## src/irdv_pkg.sv

```systemverilog
// Package: register map, field layout and constants of the receive video enhancement block
package irdv_pkg;
   localparam int          IRDV_NUM_CTX         = 4;
   localparam logic [11:0] IRDV_OFS_SET         = 12'ha80;
   localparam logic [11:0] IRDV_OFS_CLEAR       = 12'ha84;
   localparam logic [31:0] IRDV_RESET_VALUE     = 32'h0000_0000;
   // Writable bits: strip at 0/4/8/12, frame sync at 1/5/9/13
   localparam logic [31:0] IRDV_WRITE_MASK      = 32'h0000_3333;
   localparam int          IRDV_CTX_STRIDE      = 4;
   localparam int          IRDV_STRIP_POS       = 0;
   localparam int          IRDV_SYNC_POS        = 1;
   // Receive context control register pairs (set/clear) that supply isochHeader
   localparam logic [11:0] IRDV_CTXCTL_BASE     = 12'h400;
   localparam logic [11:0] IRDV_CTXCTL_STEP     = 12'h020;
   localparam int          IRDV_ISOCH_HDR_POS   = 30;
   localparam int          IRDV_ACTIVE_POS      = 10;
   localparam int          IRDV_RUN_POS         = 15;
   // Buffer-fill descriptor branch field that enables frame sync
   localparam logic [1:0]  IRDV_BRANCH_SYNC     = 2'h1;
   // Frame start tag: first byte and low nibble of second byte of quadlet 3
   localparam logic [7:0]  IRDV_SOF_BYTE0       = 8'h1f;
   localparam logic [3:0]  IRDV_SOF_NIB1        = 4'h7;
   localparam logic [1:0]  IRDV_SOF_QUADLET     = 2'h2;
   localparam logic [1:0]  IRDV_STRIP_QUADLETS  = 2'h2;
   // Packet scan states of one context
   typedef enum logic [1:0] {IRDV_IDLE, IRDV_HUNT, IRDV_PASS} irdv_sync_t;
endpackage

```

## src/irdv_ctx.sv

```systemverilog
// One receive context: payload strip, frame start detection and frame sync gating
`timescale 1ns/1ps
`default_nettype none
module irdv_ctx
   import irdv_pkg::*;
(
   input  wire logic        sys_clk,
   input  wire logic        reset_n,
   input  wire logic        strip_en,
   input  wire logic        sync_en,
   input  wire logic        pkt_start,
   input  wire logic        quad_valid,
   input  wire logic [31:0] quad_data,
   input  wire logic        frame_end,
   output logic             quad_keep,
   output logic             sof_seen,
   output logic             out_of_place
);
   logic [1:0] qidx_r;
   logic       synced_r;
   logic       mid_frame_r;
   logic       is_sof;

   always_ff @(posedge sys_clk or negedge reset_n) begin
      if (!reset_n) begin
         qidx_r <= 2'h0;
      end else if (pkt_start) begin
         qidx_r <= 2'h0;
      end else if (quad_valid && qidx_r != 2'h3) begin
         qidx_r <= qidx_r + 2'h1;
      end
   end

   assign is_sof = quad_valid && qidx_r == IRDV_SOF_QUADLET
                   && quad_data[31:24] == IRDV_SOF_BYTE0
                   && quad_data[19:16] == IRDV_SOF_NIB1;

   always_ff @(posedge sys_clk or negedge reset_n) begin
      if (!reset_n) begin
         synced_r    <= 1'b0;
         mid_frame_r <= 1'b0;
      end else if (!sync_en) begin
         synced_r    <= 1'b0;
         mid_frame_r <= 1'b0;
      end else if (is_sof) begin
         synced_r    <= 1'b1;
         mid_frame_r <= 1'b1;
      end else if (frame_end) begin
         mid_frame_r <= 1'b0;
      end
   end

   always_comb begin
      quad_keep    = quad_valid;
      if (strip_en && qidx_r < IRDV_STRIP_QUADLETS) begin
         quad_keep = 1'b0;
      end
      if (sync_en && !synced_r && !is_sof) begin
         quad_keep = 1'b0;
      end
      sof_seen     = is_sof;
      out_of_place = sync_en && is_sof && mid_frame_r;
   end
endmodule
`default_nettype wire

```

## src/irdv_top.sv

```systemverilog
// Receive video enhancement control word with set/clear aliases and four contexts
// How it works
// - Set alias sets written ones, clear alias clears them; both read the word.
// - The whole control word is zero after reset.
// - Bits 31-14, 11-10, 7-6 and 3-2 always read zero.
// - Strip bit makes the context drop the first two payload quadlets.
// - Strip acts only while that context's isochHeader bit is zero.
// - Frame sync in buffer-fill with branch 01b waits for a frame start tag.
// - Frame start tag out of place sends the context to the frameBranch descriptor.
// - Frame sync acts only with strip set and isochHeader zero.
// - isochHeader of contexts 0-3 comes from control registers at 400h, 420h, 440h, 460h.
// - Frame start is quadlet three beginning 1Fh then a byte ending in 7h.
// - With frame sync on, no data moves to buffers before a frame start.
`timescale 1ns/1ps
`default_nettype none
module irdv_top
   import irdv_pkg::*;
#(
   parameter int NCTX = IRDV_NUM_CTX
)
(
   input  wire logic              sys_clk,
   input  wire logic              reset_n,
   input  wire logic              reg_wr,
   input  wire logic              reg_rd,
   input  wire logic [11:0]       reg_addr,
   input  wire logic [31:0]       reg_wdata,
   output logic      [31:0]       reg_rdata,
   input  wire logic [NCTX-1:0]   ctx_isoch_header,
   input  wire logic [NCTX-1:0]   ctx_active,
   input  wire logic [NCTX-1:0]   ctx_run,
   input  wire logic [NCTX-1:0]   ctx_buffer_fill,
   input  wire logic [2*NCTX-1:0] ctx_branch,
   input  wire logic [NCTX-1:0]   pkt_start,
   input  wire logic [NCTX-1:0]   quad_valid,
   input  wire logic [32*NCTX-1:0] quad_data,
   input  wire logic [NCTX-1:0]   frame_end,
   output logic      [NCTX-1:0]   quad_keep,
   output logic      [NCTX-1:0]   sof_detect,
   output logic      [NCTX-1:0]   frame_branch_take,
   output logic      [NCTX-1:0]   strip_active,
   output logic      [NCTX-1:0]   sync_active
);
   logic [31:0]     enh_r;
   logic [NCTX-1:0] strip_eff;
   logic [NCTX-1:0] sync_eff;
   logic [NCTX-1:0] keep_c;
   logic [NCTX-1:0] sof_c;
   logic [NCTX-1:0] oop_c;

   // Register offset of a context's control register pair (set alias)
   function automatic logic [11:0] ctxctl_ofs(input int c);
      ctxctl_ofs = IRDV_CTXCTL_BASE + 12'(c) * IRDV_CTXCTL_STEP;
   endfunction

   always_ff @(posedge sys_clk or negedge reset_n) begin
      if (!reset_n) begin
         enh_r <= IRDV_RESET_VALUE;
      end else if (reg_wr && reg_addr == IRDV_OFS_SET) begin
         enh_r <= enh_r | (reg_wdata & IRDV_WRITE_MASK);
      end else if (reg_wr && reg_addr == IRDV_OFS_CLEAR) begin
         enh_r <= enh_r & ~(reg_wdata & IRDV_WRITE_MASK);
      end
   end

   always_ff @(posedge sys_clk or negedge reset_n) begin
      if (!reset_n) begin
         reg_rdata <= 32'h0000_0000;
      end else if (reg_rd && (reg_addr == IRDV_OFS_SET || reg_addr == IRDV_OFS_CLEAR)) begin
         reg_rdata <= enh_r & IRDV_WRITE_MASK;
      end else begin
         reg_rdata <= 32'h0000_0000;
      end
   end

   genvar g;
   generate
      for (g = 0; g < NCTX; g++) begin : g_ctx
         localparam int SB = g * IRDV_CTX_STRIDE + IRDV_STRIP_POS;
         localparam int FB = g * IRDV_CTX_STRIDE + IRDV_SYNC_POS;
         // Isoch header input of context g is the one mapped at ctxctl_ofs(g)
         assign strip_eff[g] = enh_r[SB] && !ctx_isoch_header[g];
         assign sync_eff[g]  = enh_r[FB] && strip_eff[g] && ctx_buffer_fill[g]
                               && ctx_branch[2*g +: 2] == IRDV_BRANCH_SYNC;
         irdv_ctx u_ctx (
            .sys_clk      (sys_clk),
            .reset_n      (reset_n),
            .strip_en     (strip_eff[g]),
            .sync_en      (sync_eff[g]),
            .pkt_start    (pkt_start[g]),
            .quad_valid   (quad_valid[g]),
            .quad_data    (quad_data[32*g +: 32]),
            .frame_end    (frame_end[g]),
            .quad_keep    (keep_c[g]),
            .sof_seen     (sof_c[g]),
            .out_of_place (oop_c[g])
         );
      end
   endgenerate

   always_ff @(posedge sys_clk or negedge reset_n) begin
      if (!reset_n) begin
         quad_keep         <= '0;
         sof_detect        <= '0;
         frame_branch_take <= '0;
         strip_active      <= '0;
         sync_active       <= '0;
      end else begin
         quad_keep         <= keep_c;
         sof_detect        <= sof_c;
         frame_branch_take <= oop_c;
         strip_active      <= strip_eff;
         sync_active       <= sync_eff;
      end
   end

   // Per-context enhancement fields of the control word
   logic payload_header_strip_ctx0;
   logic payload_header_strip_ctx1;
   logic payload_header_strip_ctx2;
   logic payload_header_strip_ctx3;
   logic frame_sync_branch_ctx0;
   logic frame_sync_branch_ctx1;
   logic frame_sync_branch_ctx2;
   logic frame_sync_branch_ctx3;
   assign payload_header_strip_ctx0 = enh_r[0];
   assign payload_header_strip_ctx1 = enh_r[4];
   assign payload_header_strip_ctx2 = enh_r[8];
   assign payload_header_strip_ctx3 = enh_r[12];
   assign frame_sync_branch_ctx0    = enh_r[1];
   assign frame_sync_branch_ctx1    = enh_r[5];
   assign frame_sync_branch_ctx2    = enh_r[9];
   assign frame_sync_branch_ctx3    = enh_r[13];
endmodule
`default_nettype wire

```

## config.mk

```make
export PLATFORM = sky130hd
export DESIGN_NAME = irdv_top
export DESIGN_NICKNAME = d
export VERILOG_FILES = /design/src/irdv_pkg.sv /design/src/irdv_ctx.sv /design/src/irdv_top.sv
export SDC_FILE = /design/constraint.sdc
export NUM_CORES = 1
export LEC_CHECK = 0
export BUFFER_PORTS_ARGS = -buffer_cell sky130_fd_sc_hd__buf_4
export CORE_AREA = 2 2 101 103
export DETAILED_ROUTE_END_ITERATION = 10
export DIE_AREA = 0 0 103 105
export HOLD_SLACK_MARGIN = 0.15
export PLACE_DENSITY_LB_ADDON = 0.08
export SKIP_CTS_REPAIR_TIMING = 1
export SYNTH_ARGS = -nofsm -noshare
export SYNTH_HDL_FRONTEND = slang
export SYNTH_SLANG_ARGS = --single-unit
```

## constraint.sdc

```tcl
create_clock -name sys_clk -period 1.65 [get_ports sys_clk]
set_input_delay 0.495 -clock sys_clk [delete_from_list [all_inputs] [get_ports sys_clk]]
set_output_delay 0.495 -clock sys_clk [all_outputs]
set_load 0.01 [all_outputs]
```

==> flow_metrics.tcl, run 1 <==
set metrics [dict create \
    status "finished, final reports clean" \
    drt_iter0_markers 18 \
    tritoncts "built" \
    finalPower_uw 2530 \
    synth-edff-count 0 \
    slowest_stage "or4b_2" \
    ir_worst_vdd_v 0.000302 \
    worstPathArrival_ns 1.82 \
    synth_most_common_cell "dfrtp_1" \
    max_freq_mhz 632 \
    synth_cells 222 \
    hold_viol 0 \
    root_buffer "clkbuf_8" \
    synth_commonest_cells "dfrtp_1 (52), buf_4 (24), inv_1 (19)" \
    core-area_mm2 0.00964 \
    routed_wl_mm 6.61 \
    synth_top_area_cell "dfrtp_1" \
    antenna_found_initial 0 \
    postSynthAreaPerCell_um2 11.5 \
    cts_sinks 52 \
    finalSetupViolCount 0 \
    critical_path.startpoint_type "input pin" \
    dieArea_mm2 0.0108 \
    layout-drive-gt1-share_pct 45.9 \
    min_period_ns 1.58 \
    power.density_mw_per_mm2 648 \
    gp_congestion 0.762 \
    vias_per_cell 4.17 \
    synth_seq_cells 52 \
    crit_chain "buf_4 > or4b_2 > nor3_2 > and2_1" \
    met2WireLength_mm 2.88 \
    dp_hpwl_mm 5.24 \
    synthTopCellsByArea "dfrtp_1 (51%), buf_4 (7.1%), ha_1 (3.9%), nor2b_1 (3.7%), inv_1 (2.8%)" \
    path_class "input pin to flop" \
    grt_overflow 0 \
    power_leakage_uw 0.00204 \
    yosysTopAreaCellShare_pct 51.1 \
    grt_pass1_wl_mm 10.5 \
    fp.dieH_um 105 \
    hold_path.class "input pin to flop" \
    maxUsedRoutingLayer "met4" \
    required_ns 1.89 \
    start_util_pct 26.4 \
    grt_pass1_vias 2157 \
    rows 36 \
    design_area_mm2 0.00391 \
    vias 2125 \
    synthFlopType "dfrtp_1" \
    met1_length_mm 3.05 \
    syn_area_mm2 0.00255 \
    cts_made_buffers 5 \
    wl_met3_um 635 \
    slew_viol_final 0 \
    ys_types 35 \
    dpl_cell_area_mm2 0.00376 \
    rsz0062_at_grt "true" \
    grt_start_max_net_pins 30 \
    path_max_fanout 4 \
    holdWs_ns 0.337 \
    post_drt_wl_per_cell_um 13.0 \
    setup_tns_ns 0 \
    htree_levels 2 \
    clock_path_buffers 2 \
    syn_to_final_growth_pct 53.4 \
    clk_latency_ns 0.30 \
    end_kind "flop" \
    path_clk_slew_ns 0.10 \
    nets 596 \
    drc 0 \
    portBuffers 127 \
    drv_cap 0 \
    yosys_warnings 0 \
    yosysSeqAreaShare_pct 51.1 \
    grtUsageTotal_pct 12.5 \
    post-place-cells 499 \
    critPathMaxStageDelay_ns 0.72 \
    fin_crit_sh_pct 95.9 \
    drtPass1Iterations 4 \
    synth_async_sr_flop_share_pct 100 \
    ant_nets 0 \
    skew_ns 0.0102 \
    antenna_cells 0 \
    final_cells 510 \
    die_x_um 103 \
    io_pins 264 \
]
-- layout by cell type, fill, tap and decap left out, types with 2 or more instances in the layout --
cell type | synthesis | layout
buf_4 | 24 | 149
dfrtp_1 | 52 | 52
conb_1 | 1 | 24
inv_1 | 19 | 18
nor2b_1 | 15 | 15
nand4_1 | 11 | 11
o21a_1 | 8 | 8
nor2_1 | 7 | 7
mux2i_1 | 7 | 7
nor4_1 | 6 | 6
nand4b_1 | 6 | 6
nand2b_1 | 6 | 6
ha_1 | 8 | 6
clkbuf_8 | 0 | 6
nand2_1 | 5 | 5
and2_1 | 4 | 4
and3_1 | 4 | 4
o311a_1 | 4 | 4
or4bb_1 | 4 | 4
o41ai_2 | 0 | 4
o31ai_1 | 4 | 4
or4b_4 | 0 | 3
nand4bb_1 | 3 | 3
xnor2_1 | 3 | 3
nor4_4 | 2 | 2
a21oi_1 | 2 | 2
-- per-layer routing --
layer	vias to the layer above	track usage, %
met4	0	3.38
met3	2	3.81
met2	102	18.5
met1	975	17.6
met5	-	0
li1	1046	-
-- stage by stage --
stage	worst slack, ns	utilization, %
floorplan	-0.0281	-
global placement	-0.227	39.0
detailed placement	-0.257	39.0
CTS	-0.111	40.0
global route	-0.0318	40.5
finish	0.0683	40.5
-- path summary, 6_finish.rpt --
check / slack (ns) / cells after the start / startpoint / to
max: 0.07 / 4 / reg_addr[3] / reg_rdata[0]$_DFF_PN0_
min: 0.34 / 2 / pkt_start[3] / g_ctx[3].u_ctx.qidx_r[0]$_DFFE_PN0P_
max reg2reg: 0.07 / 5 / g_ctx[2].u_ctx.qidx_r[0]$_DFFE_PN0P_ / frame_branch_take[2]$_DFF_PN0_
min reg2reg: 0.50 / 1 / g_ctx[3].u_ctx.mid_frame_r$_DFFE_PN0P_ / frame_branch_take[3]$_DFF_PN0_
max in group asynchronous: 0.55 / 3 / reset_n / asynchronous set/reset pin
min in group asynchronous: 0.63 / 2 / reset_n / sync_active[3]$_DFF_PN0_
-- where the power goes --
group | total (µW) | switching [µW] | internal, µW | leakage [µW]
clock | 769 | 426 | 342 | 0.0000445
sequential | 1320 | 20.4 | 1300 | 0.000688
combinational | 438 | 178 | 260 | 0.00131
-- layout make-up --
class                           count  area, µm²
Fill cell                        1007       5730
Sequential cell                    52       1300
Timing Repair Buffer              151       1150
Multi-Input combinational cell    147       1120
Tap cell                          133        166
Clock buffer                        7       86.3
Inverter                           19       71.3
Clock inverter                      1       7.51
-- critical path: cells and delay by family --
kind | cells | cell delay, ns
buf+inv | 1 | 0.12
simple gates | 3 | 1.19
-- kinds of logic after synthesis --
kind of cell	after synthesis	share of synthesized area, %
buffers and inverters	46	10.4
DFF	52	51.1
AOI/OAI and AO/OA	22	6.88
adders and majority gates	8	3.93
and+or+nand+nor	83	23.8
xor gates and xnor gates	3	1.03
muxes	7	2.75
other	1	0.147
(Power assumes the default switching activity.)
==> run 2: changes to the inputs <==
==> constraint.sdc (replaced) <==
create_clock -name sys_clk -period 1.65 [get_ports sys_clk]
set_input_delay 0.4125 -clock sys_clk [delete_from_list [all_inputs] [get_ports sys_clk]]
set_output_delay 0.4125 -clock sys_clk [all_outputs]
set_load 0.01 [all_outputs]
==> run 2 against run 1 <==
  * Global-route usage shrank 0.74 points
  * First-iteration DRC count rose to 2.5 times the previous value
  * Fmax shrank 3.5%
  * Flip-flop and latch count unchanged
  * Setup slack got worse by 0.058 ns
  * Highest routed layer unchanged
  * Largest cell class unchanged
  * Final cell count stayed put
==> flow_metrics.tcl, run 2 (same netlist as run 1, synthesis figures left out) <==
set metrics [dict create \
    antenna_cells 0 \
    place_ws_ns -0.265 \
    drtPass1Iterations 4 \
    power_leakage_uw 0.00205 \
    critPathMaxStageDelay_ns 0.68 \
    tritoncts "built" \
    switchingPower_uw 614 \
    die_x_um 103 \
    critPathLaunch "reg_addr[5]" \
    path_max_fanout 6 \
    post_drt_wl_per_cell_um 13.0 \
    grt_pass1_vias 2098 \
    final_common_cell "buf_4" \
    path_clk_slew_ns 0.10 \
    htree_levels 2 \
    slowest_stage "or4b_1" \
    gp_congestion 0.709 \
    crit_chain "buf_4 > or4b_1 > buf_4 > nor4_1" \
    cp_top_family "simple AND/OR/NAND/NOR gates" \
    grtUsageTotal_pct 11.8 \
    grt_overflow 0 \
    hold_viol 0 \
    worstPathArrival_ns 1.81 \
    start_util_pct 26.4 \
    finalSetupViolCount 0 \
    critical_path.startpoint_type "input pin" \
    drv_cap 0 \
    dieArea_mm2 0.0108 \
    intPower_uw 1900 \
    drc 0 \
    crit_top_cell "buf_4" \
    power.density_mw_per_mm2 650 \
    clock_path_buffers 2 \
    ir_worst_vdd_v 0.000292 \
    min-delay-start "pkt_start[3]" \
    final_cell_mix "buf_4 (149), dfrtp_1 (52), conb_1 (24)" \
    dp_hpwl_mm 5.28 \
    fin_ws_ns 0.0107 \
    grt_pass1_wl_mm 9.94 \
    crit_buf_inv 2 \
    final_core_util_pct 40.1 \
    root_buffer "clkbuf_8" \
    vias_per_cell 4.21 \
    pwr-share-comb_pct 17.5 \
    cts_made_buffers 5 \
    clkPwrFrac_pct 30.0 \
    worstReg2RegStart "g_ctx[1].u_ctx.qidx_r[0]$_DFFE_PN0P_" \
    antenna_found_initial 0 \
    ant_nets 0 \
    clk_latency_ns 0.31 \
    io_pins 264 \
    end_kind "flop" \
    portBuffers 127 \
    core-area_mm2 0.00964 \
    fin_crit_sh_pct 99.4 \
    hold_path.class "input pin to flop" \
    holdWs_ns 0.253 \
    required_ns 1.82 \
    max_freq_mhz 610 \
    drt_iter0_markers 45 \
    grt_start_max_net_pins 26 \
    path_class "input pin to flop" \
    swShare_pct 24.5 \
    slew_viol_final 0 \
    layout-drive-gt1-share_pct 44.6 \
    min_period_ns 1.64 \
    cts_sinks 52 \
    setup_tns_ns 0 \
    status "finished, final reports clean" \
    fp.dieH_um 105 \
    skew_ns 0.00596 \
    p_seq_share_pct 52.6 \
    syn_to_final_growth_pct 51.9 \
    nets 596 \
    vias 2148 \
    routed_wl_mm 6.61 \
    rows 36 \
    rsz0062_at_grt "true" \
]
run 2: stage by stage:
step	total power [µW]	instances	area, µm²
2_1_floorplan	1530	245	2630
3_3_place_gp	1780	498	3720
3_5_place_dp	1780	498	3720
4_1_cts	2560	506	3810
5_1_grt	2670	510	3870
6_report	2510	510	3870
run 2: per-layer routing:
metal  vias to the layer above  wire length, µm  GRT usage [%]
met5                         -                0              0
met4                         0               57           2.54
met2                       103             3040           18.7
met3                         6              731           4.68
li1                       1043                -              -
met1                       996             2790           14.9
run 2: worst paths after layout:
| check | to | slack (ns) | cells past startpoint |
|---|---|---|---|
| worst min register to register | g_ctx[0].u_ctx.synced_r$_DFFE_PN0P_ | 0.50 | 1 |
| worst max-delay path | reg_rdata[8]$_DFF_PN0_ | 0.01 | 4 |
| min in group asynchronous | sync_active[2]$_DFF_PN0_ | 0.55 | 2 |
| max in group asynchronous | g_ctx[0].u_ctx.synced_r$_DFFE_PN0P_ | 0.65 | 3 |
| worst min-delay path | g_ctx[3].u_ctx.qidx_r[1]$_DFFE_PN0P_ | 0.25 | 2 |
| worst max register to register | frame_branch_take[1]$_DFF_PN0_ | 0.06 | 5 |
run 2: power groups by stage:
stage	clock network [µW]	registers, µW	logic, µW
4_1_cts	801	1320	439
3_5_place_dp	0	1350	437
3_3_place_gp	0	1350	432
5_1_grt	853	1330	489
6_report	753	1320	439
2_1_floorplan	0	1350	176
run 2: area by class of cell:
type	instances	area, µm²
Tap cell	133	166
Clock inverter	2	10.0
Clock buffer	6	82.6
Sequential cell	52	1300
Multi-Input combinational cell	147	1090
Fill cell	1004	5770
Inverter	19	71.3
Timing Repair Buffer	151	1150
run 2: worst reg2reg max path, stage by stage, from the launching register on:
cell and delay, ns:
dfrtp_1 0.40, inv_2 0.08, ha_4 0.11, or4b_4 0.46
nor4_4 0.28, and3_1 0.21
